===== src/core/rsf_pkg.sv =====
// Shared constants for the receive path status and flag block
package rsf_pkg;
  // ----------------------------------------------------------------------
  // Register byte offsets
  // ----------------------------------------------------------------------
  localparam logic [5:0]  OFF_CTRL     = 6'h00;
  localparam logic [5:0]  OFF_MAXLEN   = 6'h04;
  localparam logic [5:0]  OFF_STATUS   = 6'h08;
  localparam logic [5:0]  OFF_LANES    = 6'h0C;
  // ----------------------------------------------------------------------
  // Control fields
  // ----------------------------------------------------------------------
  localparam int          CTRL_PRE_EN  = 0;
  localparam int          CTRL_TPG     = 1;
  localparam int          CTRL_LFI     = 2;
  localparam logic [2:0]  CTRL_RST     = 3'h4;
  localparam int          MAXLEN_W     = 15;
  localparam logic [14:0] MAXLEN_RST   = 15'h2580;
  // ----------------------------------------------------------------------
  // Status fields
  // ----------------------------------------------------------------------
  localparam int          ST_ALIGN_ERR = 0;
  localparam int          ST_REM_FLT   = 1;
  localparam int          ST_INT_LF    = 2;
  localparam int          ST_RX_LF     = 3;
  localparam int          ST_LF        = 4;
  localparam int          ST_HI_BER    = 5;
  localparam int          ST_ALL_SEEN  = 6;
  localparam int          LANES_DEMUX  = 16;
  // ----------------------------------------------------------------------
  // Fault sequence detection and misalignment metaframe length
  // ----------------------------------------------------------------------
  localparam logic [2:0]  LF_TRIG      = 3'h4;
  localparam logic [7:0]  LF_WINDOW    = 8'h80;
  localparam int          METAFRAME    = 16384;
endpackage : rsf_pkg


===== src/core/rsf_rx_status.sv =====
// Receive path status, fault and error indicator logic with register port
//
// Summary of operation
// - Alignment error level while lanes not aligned
// - Misalignment pulse one metaframe after bad marker
// - No misalignment before markers seen on all lanes
// - Malformed marker words go to per-lane error
// - Remote fault status follows detected condition
// - Per physical lane PCS lane number output
// - Demux-found bit per correctly demuxed PCS lane
// - Bad FCS increment excludes stomped FCS
// - Stomped means FCS equals inverted expected value
// - Stomped FCS increment per packet
// - Truncate oversize packet, pulse truncation once
// - Internal fault on test pattern, misalign, high BER
// - Received fault from link fault sequence machine
// - Per lane BIP8 error one-cycle pulse
// - High error rate flag follows BER monitor
// - Preamble shown on bus when enabled
// - Preamble valid on packet first cycle
// - Pulses may repeat on consecutive cycles
// - Local fault is internal or received fault
// - Synced only after word sync and marker
//
// Decided for this implementation: the Avalon-MM interface to the registers and the register offsets.
`timescale 1ns/1ps

module rsf_rx_status #(
  parameter int L          = 4,
  parameter int ID_W       = (L > 1) ? $clog2(L) : 1,
  parameter int MF_CYCLES  = rsf_pkg::METAFRAME
) (
  input  wire logic                 mclk_i,
  input  wire logic                 rst_n_i,
  // Avalon-MM slave
  input  wire logic [5:0]           avs_address_i,
  input  wire logic                 avs_read_i,
  input  wire logic                 avs_write_i,
  input  wire logic [31:0]          avs_writedata_i,
  output logic      [31:0]          avs_readdata_o,
  output logic                      avs_waitrequest_o,
  // Lane synchronisation inputs
  input  wire logic [L-1:0]         lane_word_sync_i,
  input  wire logic [L-1:0]         lane_marker_ok_i,
  input  wire logic [L-1:0]         lane_marker_wrong_i,
  input  wire logic [L-1:0]         lane_marker_malformed_i,
  input  wire logic [L*ID_W-1:0]    lane_marker_id_i,
  input  wire logic [L-1:0]         lane_bip_bad_i,
  input  wire logic                 lanes_aligned_i,
  input  wire logic                 ber_high_i,
  input  wire logic                 remote_fault_det_i,
  input  wire logic                 lf_seq_i,
  input  wire logic                 column_i,
  // Packet stream
  input  wire logic                 pkt_valid_i,
  input  wire logic                 pkt_sop_i,
  input  wire logic                 pkt_eop_i,
  input  wire logic [7:0]           pkt_bytes_i,
  input  wire logic [55:0]          pkt_preamble_i,
  input  wire logic [31:0]          pkt_fcs_i,
  input  wire logic [31:0]          pkt_fcs_calc_i,
  // Status outputs
  output logic                      aligned_err_o,
  output logic                      misaligned_o,
  output logic [L-1:0]              marker_word_error_o,
  output logic                      remote_fault_o,
  output logic [L*ID_W-1:0]         lane_id_per_physical_lane_o,
  output logic [L-1:0]              lane_synced_o,
  output logic [L-1:0]              lane_demux_found_o,
  output logic [1:0]                bad_fcs_o,
  output logic [1:0]                stomped_fcs_o,
  output logic                      truncated_o,
  output logic                      pkt_drop_o,
  output logic                      internal_local_fault_o,
  output logic                      received_local_fault_o,
  output logic                      local_fault_o,
  output logic [L-1:0]              bip_err_o,
  output logic                      high_error_rate_flag_o,
  output logic [55:0]               preamble_o,
  output logic                      preamble_valid_o
);

  // ----------------------------------------------------------------------
  // State
  // ----------------------------------------------------------------------
  typedef enum logic {RSF_LF_OK, RSF_LF_FAULT} rsf_lf_st_t;

  typedef struct packed {
    logic [31:0]          rdata;
    logic                 wait_n;
    logic                 wreq;
    logic [2:0]           ctrl;
    logic [14:0]          maxlen;
    logic                 align_err;
    logic                 misal;
    logic [L-1:0]         mf_err;
    logic                 rem_flt;
    logic [L*ID_W-1:0]    lane_id;
    logic [L-1:0]         mk_seen;
    logic [L-1:0]         synced;
    logic [L-1:0]         demux;
    logic [L-1:0]         all_seen_lane;
    logic                 mf_run;
    logic [31:0]          mf_cnt;
    logic [1:0]           bad_fcs;
    logic [1:0]           stomp_fcs;
    logic [15:0]          pkt_len;
    logic                 in_pkt;
    logic                 trunc_done;
    logic                 trunc;
    logic                 drop;
    logic                 int_lf;
    rsf_lf_st_t           lf_st;
    logic                 rx_lf;
    logic [2:0]           lf_cnt;
    logic [7:0]           col_cnt;
    logic                 lf;
    logic [L-1:0]         bip;
    logic                 hi_ber;
    logic [55:0]          pre;
    logic                 pre_vld;
  } rsf_state_t;

  rsf_state_t s_r;
  rsf_state_t s_nxt;

  // Misalignment wait ends on the last cycle of one metaframe
  localparam logic [31:0] MF_LAST = 32'(MF_CYCLES - 1);

  logic        req;
  logic [15:0] len_sum;
  logic        all_seen;
  logic [31:0] status_w;
  logic [31:0] lanes_w;

  assign req      = avs_read_i | avs_write_i;
  assign all_seen = &s_r.mk_seen;
  assign len_sum  = s_r.pkt_len + {8'h00, pkt_bytes_i};

  // ----------------------------------------------------------------------
  // Register read views
  // ----------------------------------------------------------------------
  always_comb begin
    status_w = 32'h0000_0000;
    status_w[rsf_pkg::ST_ALIGN_ERR] = s_r.align_err;
    status_w[rsf_pkg::ST_REM_FLT]   = s_r.rem_flt;
    status_w[rsf_pkg::ST_INT_LF]    = s_r.int_lf;
    status_w[rsf_pkg::ST_RX_LF]     = (s_r.lf_st == RSF_LF_FAULT);
    status_w[rsf_pkg::ST_LF]        = s_r.lf;
    status_w[rsf_pkg::ST_HI_BER]    = s_r.hi_ber;
    status_w[rsf_pkg::ST_ALL_SEEN]  = all_seen;
    lanes_w = 32'h0000_0000;
    lanes_w[L-1:0] = s_r.synced;
    lanes_w[rsf_pkg::LANES_DEMUX +: L] = s_r.demux;
  end

  // ----------------------------------------------------------------------
  // Next state
  // ----------------------------------------------------------------------
  always_comb begin
    s_nxt = s_r;

    // ----------------------------------------
    // Register port
    // ----------------------------------------
    // A request seen with wait high drops wait for one cycle; the
    // write lands on the edge that samples wait low.
    if (req && !s_r.wait_n) begin
      s_nxt.wait_n = 1'b1;
      s_nxt.rdata  = 32'h0000_0000;
      if (avs_read_i) begin
        case (avs_address_i)
          rsf_pkg::OFF_CTRL:   s_nxt.rdata = {29'h0, s_r.ctrl};
          rsf_pkg::OFF_MAXLEN: s_nxt.rdata = {17'h0, s_r.maxlen};
          rsf_pkg::OFF_STATUS: s_nxt.rdata = status_w;
          rsf_pkg::OFF_LANES:  s_nxt.rdata = lanes_w;
          default:             s_nxt.rdata = 32'h0000_0000;
        endcase
      end
    end else if (req && s_r.wait_n) begin
      s_nxt.wait_n = 1'b0;
      if (avs_write_i) begin
        case (avs_address_i)
          rsf_pkg::OFF_CTRL:   s_nxt.ctrl   = avs_writedata_i[2:0];
          rsf_pkg::OFF_MAXLEN: s_nxt.maxlen =
                                 avs_writedata_i[rsf_pkg::MAXLEN_W-1:0];
          default: ;
        endcase
      end
    end else begin
      s_nxt.wait_n = 1'b0;
    end
    // A flop of its own, so no gate sits between register and pin
    s_nxt.wreq = ~s_nxt.wait_n;

    // ----------------------------------------
    // Level and pulse copies
    // ----------------------------------------
    s_nxt.align_err = ~lanes_aligned_i;
    s_nxt.rem_flt   = remote_fault_det_i;
    s_nxt.hi_ber    = ber_high_i;
    s_nxt.mf_err    = lane_marker_malformed_i;
    s_nxt.bip       = lane_bip_bad_i;

    // ----------------------------------------
    // Lane tracking
    // ----------------------------------------
    // A marker only counts while word sync holds
    for (int i = 0; i < L; i++) begin
      if (!lane_word_sync_i[i]) begin
        s_nxt.mk_seen[i] = 1'b0;
      end else if (lane_marker_ok_i[i]) begin
        s_nxt.mk_seen[i] = 1'b1;
        s_nxt.lane_id[i*ID_W +: ID_W] =
          lane_marker_id_i[i*ID_W +: ID_W];
      end
      s_nxt.synced[i] = lane_word_sync_i[i] & s_nxt.mk_seen[i];
    end

    // ----------------------------------------
    // Demux map
    // ----------------------------------------
    // A PCS lane is found once some synced lane carries its id
    for (int p = 0; p < L; p++) begin
      s_nxt.demux[p] = 1'b0;
      for (int i = 0; i < L; i++) begin
        if (s_nxt.synced[i] &&
            (s_nxt.lane_id[i*ID_W +: ID_W] == ID_W'(p))) begin
          s_nxt.demux[p] = 1'b1;
        end
      end
    end

    // ----------------------------------------
    // Misalignment
    // ----------------------------------------
    // Armed only once every lane has shown a good
    // marker. Later errors during the wait fold into one pulse.
    s_nxt.misal = 1'b0;
    if (s_r.mf_run) begin
      if (s_r.mf_cnt == MF_LAST) begin
        s_nxt.mf_run = 1'b0;
        s_nxt.mf_cnt = 32'h0000_0000;
        s_nxt.misal  = 1'b1;
      end else begin
        s_nxt.mf_cnt = s_r.mf_cnt + 32'h0000_0001;
      end
    end else if (all_seen && (|lane_marker_wrong_i)) begin
      s_nxt.mf_run = 1'b1;
      s_nxt.mf_cnt = 32'h0000_0000;
    end

    // ----------------------------------------
    // Packet checks
    // ----------------------------------------
    // One result per cycle, back to back allowed
    s_nxt.bad_fcs   = 2'h0;
    s_nxt.stomp_fcs = 2'h0;
    s_nxt.trunc     = 1'b0;
    s_nxt.pre_vld   = 1'b0;
    if (pkt_valid_i) begin
      if (pkt_sop_i) begin
        s_nxt.pkt_len    = {8'h00, pkt_bytes_i};
        s_nxt.trunc_done = 1'b0;
        s_nxt.in_pkt     = 1'b1;
        s_nxt.pre_vld    = 1'b1;
        if (s_r.ctrl[rsf_pkg::CTRL_PRE_EN]) begin
          s_nxt.pre = pkt_preamble_i;
        end
      end else if (s_r.in_pkt) begin
        s_nxt.pkt_len = len_sum;
      end
      if ((s_nxt.pkt_len > {1'b0, s_r.maxlen}) &&
          !s_nxt.trunc_done) begin
        s_nxt.trunc      = 1'b1;
        s_nxt.trunc_done = 1'b1;
      end
      if (pkt_eop_i) begin
        s_nxt.in_pkt = 1'b0;
        if (pkt_fcs_i == ~pkt_fcs_calc_i) begin
          s_nxt.stomp_fcs = 2'h1;
        end else if (pkt_fcs_i != pkt_fcs_calc_i) begin
          s_nxt.bad_fcs = 2'h1;
        end
      end
    end
    // Data beyond the limit is dropped for the rest of the packet, except the end-of-packet beat
    s_nxt.drop = pkt_valid_i & s_nxt.trunc_done & s_nxt.in_pkt;

    // ----------------------------------------
    // Local fault
    // ----------------------------------------
    s_nxt.int_lf = s_r.ctrl[rsf_pkg::CTRL_TPG] | ~lanes_aligned_i
                   | ber_high_i;

    // ----------------------------------------
    // Received fault sequences
    // ----------------------------------------
    // LF_TRIG sequences with no gap of a full
    // window enter fault; a full clean window leaves it.
    if (lf_seq_i && s_r.ctrl[rsf_pkg::CTRL_LFI]) begin
      s_nxt.col_cnt = 8'h00;
      if (s_r.lf_cnt != rsf_pkg::LF_TRIG) begin
        s_nxt.lf_cnt = s_r.lf_cnt + 3'h1;
      end
    end else if (column_i) begin
      if (s_r.col_cnt == rsf_pkg::LF_WINDOW - 8'h01) begin
        s_nxt.col_cnt = 8'h00;
        s_nxt.lf_cnt  = 3'h0;
      end else begin
        s_nxt.col_cnt = s_r.col_cnt + 8'h01;
      end
    end

    // Fault state follows the running sequence count
    case (s_r.lf_st)
      RSF_LF_OK: begin
        if (s_nxt.lf_cnt == rsf_pkg::LF_TRIG) begin
          s_nxt.lf_st = RSF_LF_FAULT;
        end
      end
      RSF_LF_FAULT: begin
        if (s_nxt.lf_cnt == 3'h0) begin
          s_nxt.lf_st = RSF_LF_OK;
        end
      end
      default: s_nxt.lf_st = RSF_LF_OK;
    endcase
    // Registered copy so the output pin carries no decode
    s_nxt.rx_lf = (s_nxt.lf_st == RSF_LF_FAULT);
    s_nxt.lf = s_nxt.int_lf | s_nxt.rx_lf;
  end

  // ----------------------------------------------------------------------
  // Registers
  // ----------------------------------------------------------------------
  always_ff @(posedge mclk_i or negedge rst_n_i) begin
    if (!rst_n_i) begin
      s_r        <= '0;
      s_r.ctrl   <= rsf_pkg::CTRL_RST;
      s_r.maxlen <= rsf_pkg::MAXLEN_RST;
      s_r.lf_st  <= RSF_LF_OK;
      // Waitrequest stands high so no request is taken in reset
      s_r.wreq   <= 1'b1;
    end else begin
      s_r <= s_nxt;
    end
  end

  // ----------------------------------------------------------------------
  // Outputs, all straight from the state register
  // ----------------------------------------------------------------------
  assign avs_readdata_o              = s_r.rdata;
  assign avs_waitrequest_o           = s_r.wreq;
  assign aligned_err_o               = s_r.align_err;
  assign misaligned_o                = s_r.misal;
  assign marker_word_error_o         = s_r.mf_err;
  assign remote_fault_o              = s_r.rem_flt;
  assign lane_id_per_physical_lane_o = s_r.lane_id;
  assign lane_synced_o               = s_r.synced;
  assign lane_demux_found_o          = s_r.demux;
  assign bad_fcs_o                   = s_r.bad_fcs;
  assign stomped_fcs_o               = s_r.stomp_fcs;
  assign truncated_o                 = s_r.trunc;
  assign pkt_drop_o                  = s_r.drop;
  assign internal_local_fault_o      = s_r.int_lf;
  assign received_local_fault_o      = s_r.rx_lf;
  assign local_fault_o               = s_r.lf;
  assign bip_err_o                   = s_r.bip;
  assign high_error_rate_flag_o      = s_r.hi_ber;
  assign preamble_o                  = s_r.pre;
  assign preamble_valid_o            = s_r.pre_vld;

endmodule // rsf_rx_status


===== config.mk =====
export PLATFORM = sky130hd
export DESIGN_NAME = rsf_rx_status
export DESIGN_NICKNAME = d
export VERILOG_FILES = /design/src/core/rsf_pkg.sv /design/src/core/rsf_rx_status.sv
export SDC_FILE = /design/constraint.sdc
export NUM_CORES = 1
export LEC_CHECK = 0
export ABC_AREA = 1
export BUFFER_PORTS_ARGS = -buffer_cell sky130_fd_sc_hd__buf_2
export CORE_ASPECT_RATIO = 0.5
export CORE_MARGIN = 2
export CORE_UTILIZATION = 56
export DETAILED_ROUTE_END_ITERATION = 7
export PLACE_DENSITY = 0.95
export SKIP_CTS_REPAIR_TIMING = 1
export SLEW_MARGIN = 5
export SYNTH_ARGS = -nofsm -noshare
export SYNTH_HDL_FRONTEND = slang
export SYNTH_SLANG_ARGS = --single-unit

===== constraint.sdc =====
create_clock -name mclk_i -period 6 [get_ports mclk_i]
set_clock_uncertainty 0.1 [all_clocks]
set_input_delay 0.6 -clock mclk_i [delete_from_list [all_inputs] [get_ports mclk_i]]
set_output_delay 0.6 -clock mclk_i [all_outputs]
set_load 0.05 [all_outputs]

==> flow_summary.yaml <==
grt:
  antenna_found_initial: 3
  grt_pass1_wl_mm: 43.3
  grt_max_degree: 67
  overflow: 0
  grt_pass1_vias: 8995
  grt_usage_pct: 26.8
logic_synthesis:
  syn-instance-count: 1226
  yosysTopAreaCell: "dfrtp_1"
  synth_top_area_share_pct: 43.4
  synth_common_cells: "217 x nand2_1, 187 x dfrtp_1, 142 x inv_1"
  netlist_area_um2: 10800
  synthTopCellsByArea: "dfrtp_1 43%, buf_4 8.1%, nand2_1 7.6%"
  ys.flop_type: "dfrtp_1"
  ys_ff_latch: 193
  ys_types: 52
  yosysMostFrequentCell: "nand2_1"
  avgSynthCellArea_um2: 8.79
  synth_edf_count: 0
  yosys_warnings: 0
  ys_seq_area_share_pct: 44.9
  synthArstFlopShare_pct: 100
flow_run:
  maxCapViolCount: 0
critical_path:
  r2r_end: "pkt_drop_o"
  rrSetupSlack_ns: 2.42
  required_ns: 6.23
  cp-start-kind: "flop"
  critical_path_peak_fanout: 6
  cp_common_cell: "nand2_1"
  reg2regPathDepth: 27
  reg2reg_from: "s_r[81]"
  critPathKind: "flop to flop"
  cpPeakStageDelay_ns: 0.40
  slowest_stage: "fa_1"
  endpoint_kind: "flop"
  cp.arrival_ns: 3.81
pwr:
  p_leak_nw: 6.72
  power_density_nw_per_um2: 324
  ir_worst_vdd_mv: 0.147
  p_total_mw: 4.00
cts:
  numClockSinks: 193
  cts_tree: "built"
  cts_buffers: 17
  cts_root_buffer: "clkbuf_16"
  clk_pin_slew_ns: 0.07
  clock_path_buffers: 2
  clk_latency_ns: 0.44
  htreeDepth: 4
detailed_routing:
  ant_nets: 0
  totalWireLength_mm: 26.8
  drc: 0
  dr.pass1.iters: 5
  drt-initial-drc-count: 780
  vias: 9193
  wire_per_inst_um: 15.8
  viasPerCell: 5.42
cells_and_area:
  drive_gt1_share_pct: 29.9
  num-nets-final: 1656
  nFillCells: 1411
  multi_input_area_um2: 4480
  syn2layout_area_growth_pct: 14.4
  stdcell_count: 1697
  regArea_um2: 4840
timing:
  rsz0062_at_grt: "false"
  slew_headroom_pct: 34.2
  min_period_ns: 3.58
  max_freq_mhz: 279
  hold_viol_final: 0
  worstMarginPinSlew_ns: 0.987
  setup_viol: 0
  maxSlewViolCount: 0
  finalSetupTns_ns: 0
  fin_crit_sh_pct: 59.7
  whs_ns: 0.0340
placement:
  gp_congestion: 0.960
  dp_cells: 1662
  port_buffers: 300
  dpl.hpwl_mm: 19.9
min_path:
  hold_path.class: "primary input to asynchronous set/reset pin"
floorplanning:
  core_um2: 18600
  dieArea_um2: 20400
  io_pins: 333
  fp.dieW_um: 200
  die_h_um: 102
  rows: 35
  initial_core_util_pct: 57.9
outcome:
  outcome: "completed"
## worst max path at each step
stage / from / end / slack (ns) / depth (start not counted)
2_1_floorplan: pkt_bytes_i[0] / pkt_drop_o / 2.83 / 27
5_1_grt: s_r[81] / pkt_drop_o / 2.04 / 26
6_report: s_r[81] / pkt_drop_o / 2.42 / 27
3_3_place_gp: pkt_bytes_i[0] / pkt_drop_o / 2.33 / 28
4_1_cts: s_r[81] / pkt_drop_o / 2.51 / 27
3_5_place_dp: pkt_bytes_i[0] / pkt_drop_o / 2.23 / 28
## area by class of cell
cell class,count,share of cell area [%]
inverter,147,4.51
antenna,3,0.0609
multi-input combinational,759,36.3
clock inverter,12,1.10
sequential,193,39.2
timing repair buffer,304,12.5
clock buffer,20,3.70
tap,259,2.63
## layer usage
layer	vias up	global-route usage (%)	part of all wire [%]	routed length [µm]
li1	4318	-	-	-
met1	4357	31.4	39	10500
met2	429	48.7	51	13600
met3	89	4.56	6.2	1670
met4	0	13.9	3.8	1010
met5	-	0	0	0
## flip-flops by register name, indices dropped and copies added, names as in the netlist, 3 cells and up
| signal | cells |
|---|---|
| bip_err_o | 4 |
| avs_readdata_o | 19 |
| s_r | 82 |
| lane_demux_found_o | 4 |
| marker_word_error_o | 4 |
| lane_id_per_physical_lane_o | 8 |
| lane_synced_o | 3 |
| preamble_o | 56 |
## critical path, delay by kind of cell (launching register included)
| family | cells | cell delay (ns) |
|---|---|---|
| flops | 1 | 0.38 |
| compound gates | 1 | 0.38 |
| fa+ha+maj | 3 | 0.85 |
| simple gates | 18 | 1.50 |
| buf+inv | 5 | 0.28 |
## layout by cell type (no fill, tap or decap), types with 5 or more instances in the layout
| cell | n |
|---|---|
| buf_2 | 299 |
| nand2_1 | 216 |
| dfrtp_1 | 187 |
| inv_1 | 142 |
| o21ai_0 | 75 |
| nand3_1 | 66 |
| nor2_1 | 63 |
| mux2_2 | 56 |
| a21oi_1 | 41 |
| nand4_1 | 38 |
| xnor2_1 | 35 |
| ha_1 | 27 |
| nor3_1 | 18 |
| nor4_1 | 17 |
| clkbuf_16 | 17 |
| xor2_1 | 15 |
| conb_1 | 15 |
| o22ai_1 | 14 |
| o21ai_1 | 9 |
| dfstp_2 | 6 |
| or2_2 | 5 |
## power breakdown
part / internal (mW) / total (mW) / leakage, nW / switching (mW)
logic: 0.352 / 1.24 / 4.10 / 0.892
clock network: 0.613 / 1.15 / 0.290 / 0.539
registers: 1.49 / 1.60 / 2.33 / 0.106
total: 2.46 / 4.00 / 6.72 / 1.54
## stage by stage
stage                     setup WS (ns)  area [µm²]  utilization (%)
after floorplan                    2.83       10800                -
after global placement             2.33       11700             63.0
after detailed placement           2.23       11700             63.0
after CTS                          2.51       12300             66.2
after global routing               2.04       12300             66.3
final                              2.42       12300             66.3
## logic make-up after synthesis
family | after synthesis | synth area share (%)
other | 1 | 0.0348
adders and majority gates | 28 | 3.32
AOI/OAI and AO/OA | 161 | 8.31
buffers and inverters | 288 | 14.2
muxes | 56 | 5.85
xor gates and xnor gates | 50 | 4.06
DFF | 193 | 44.9
and+or+nand+nor | 449 | 19.4
Power figures use the tool's default switching activity.
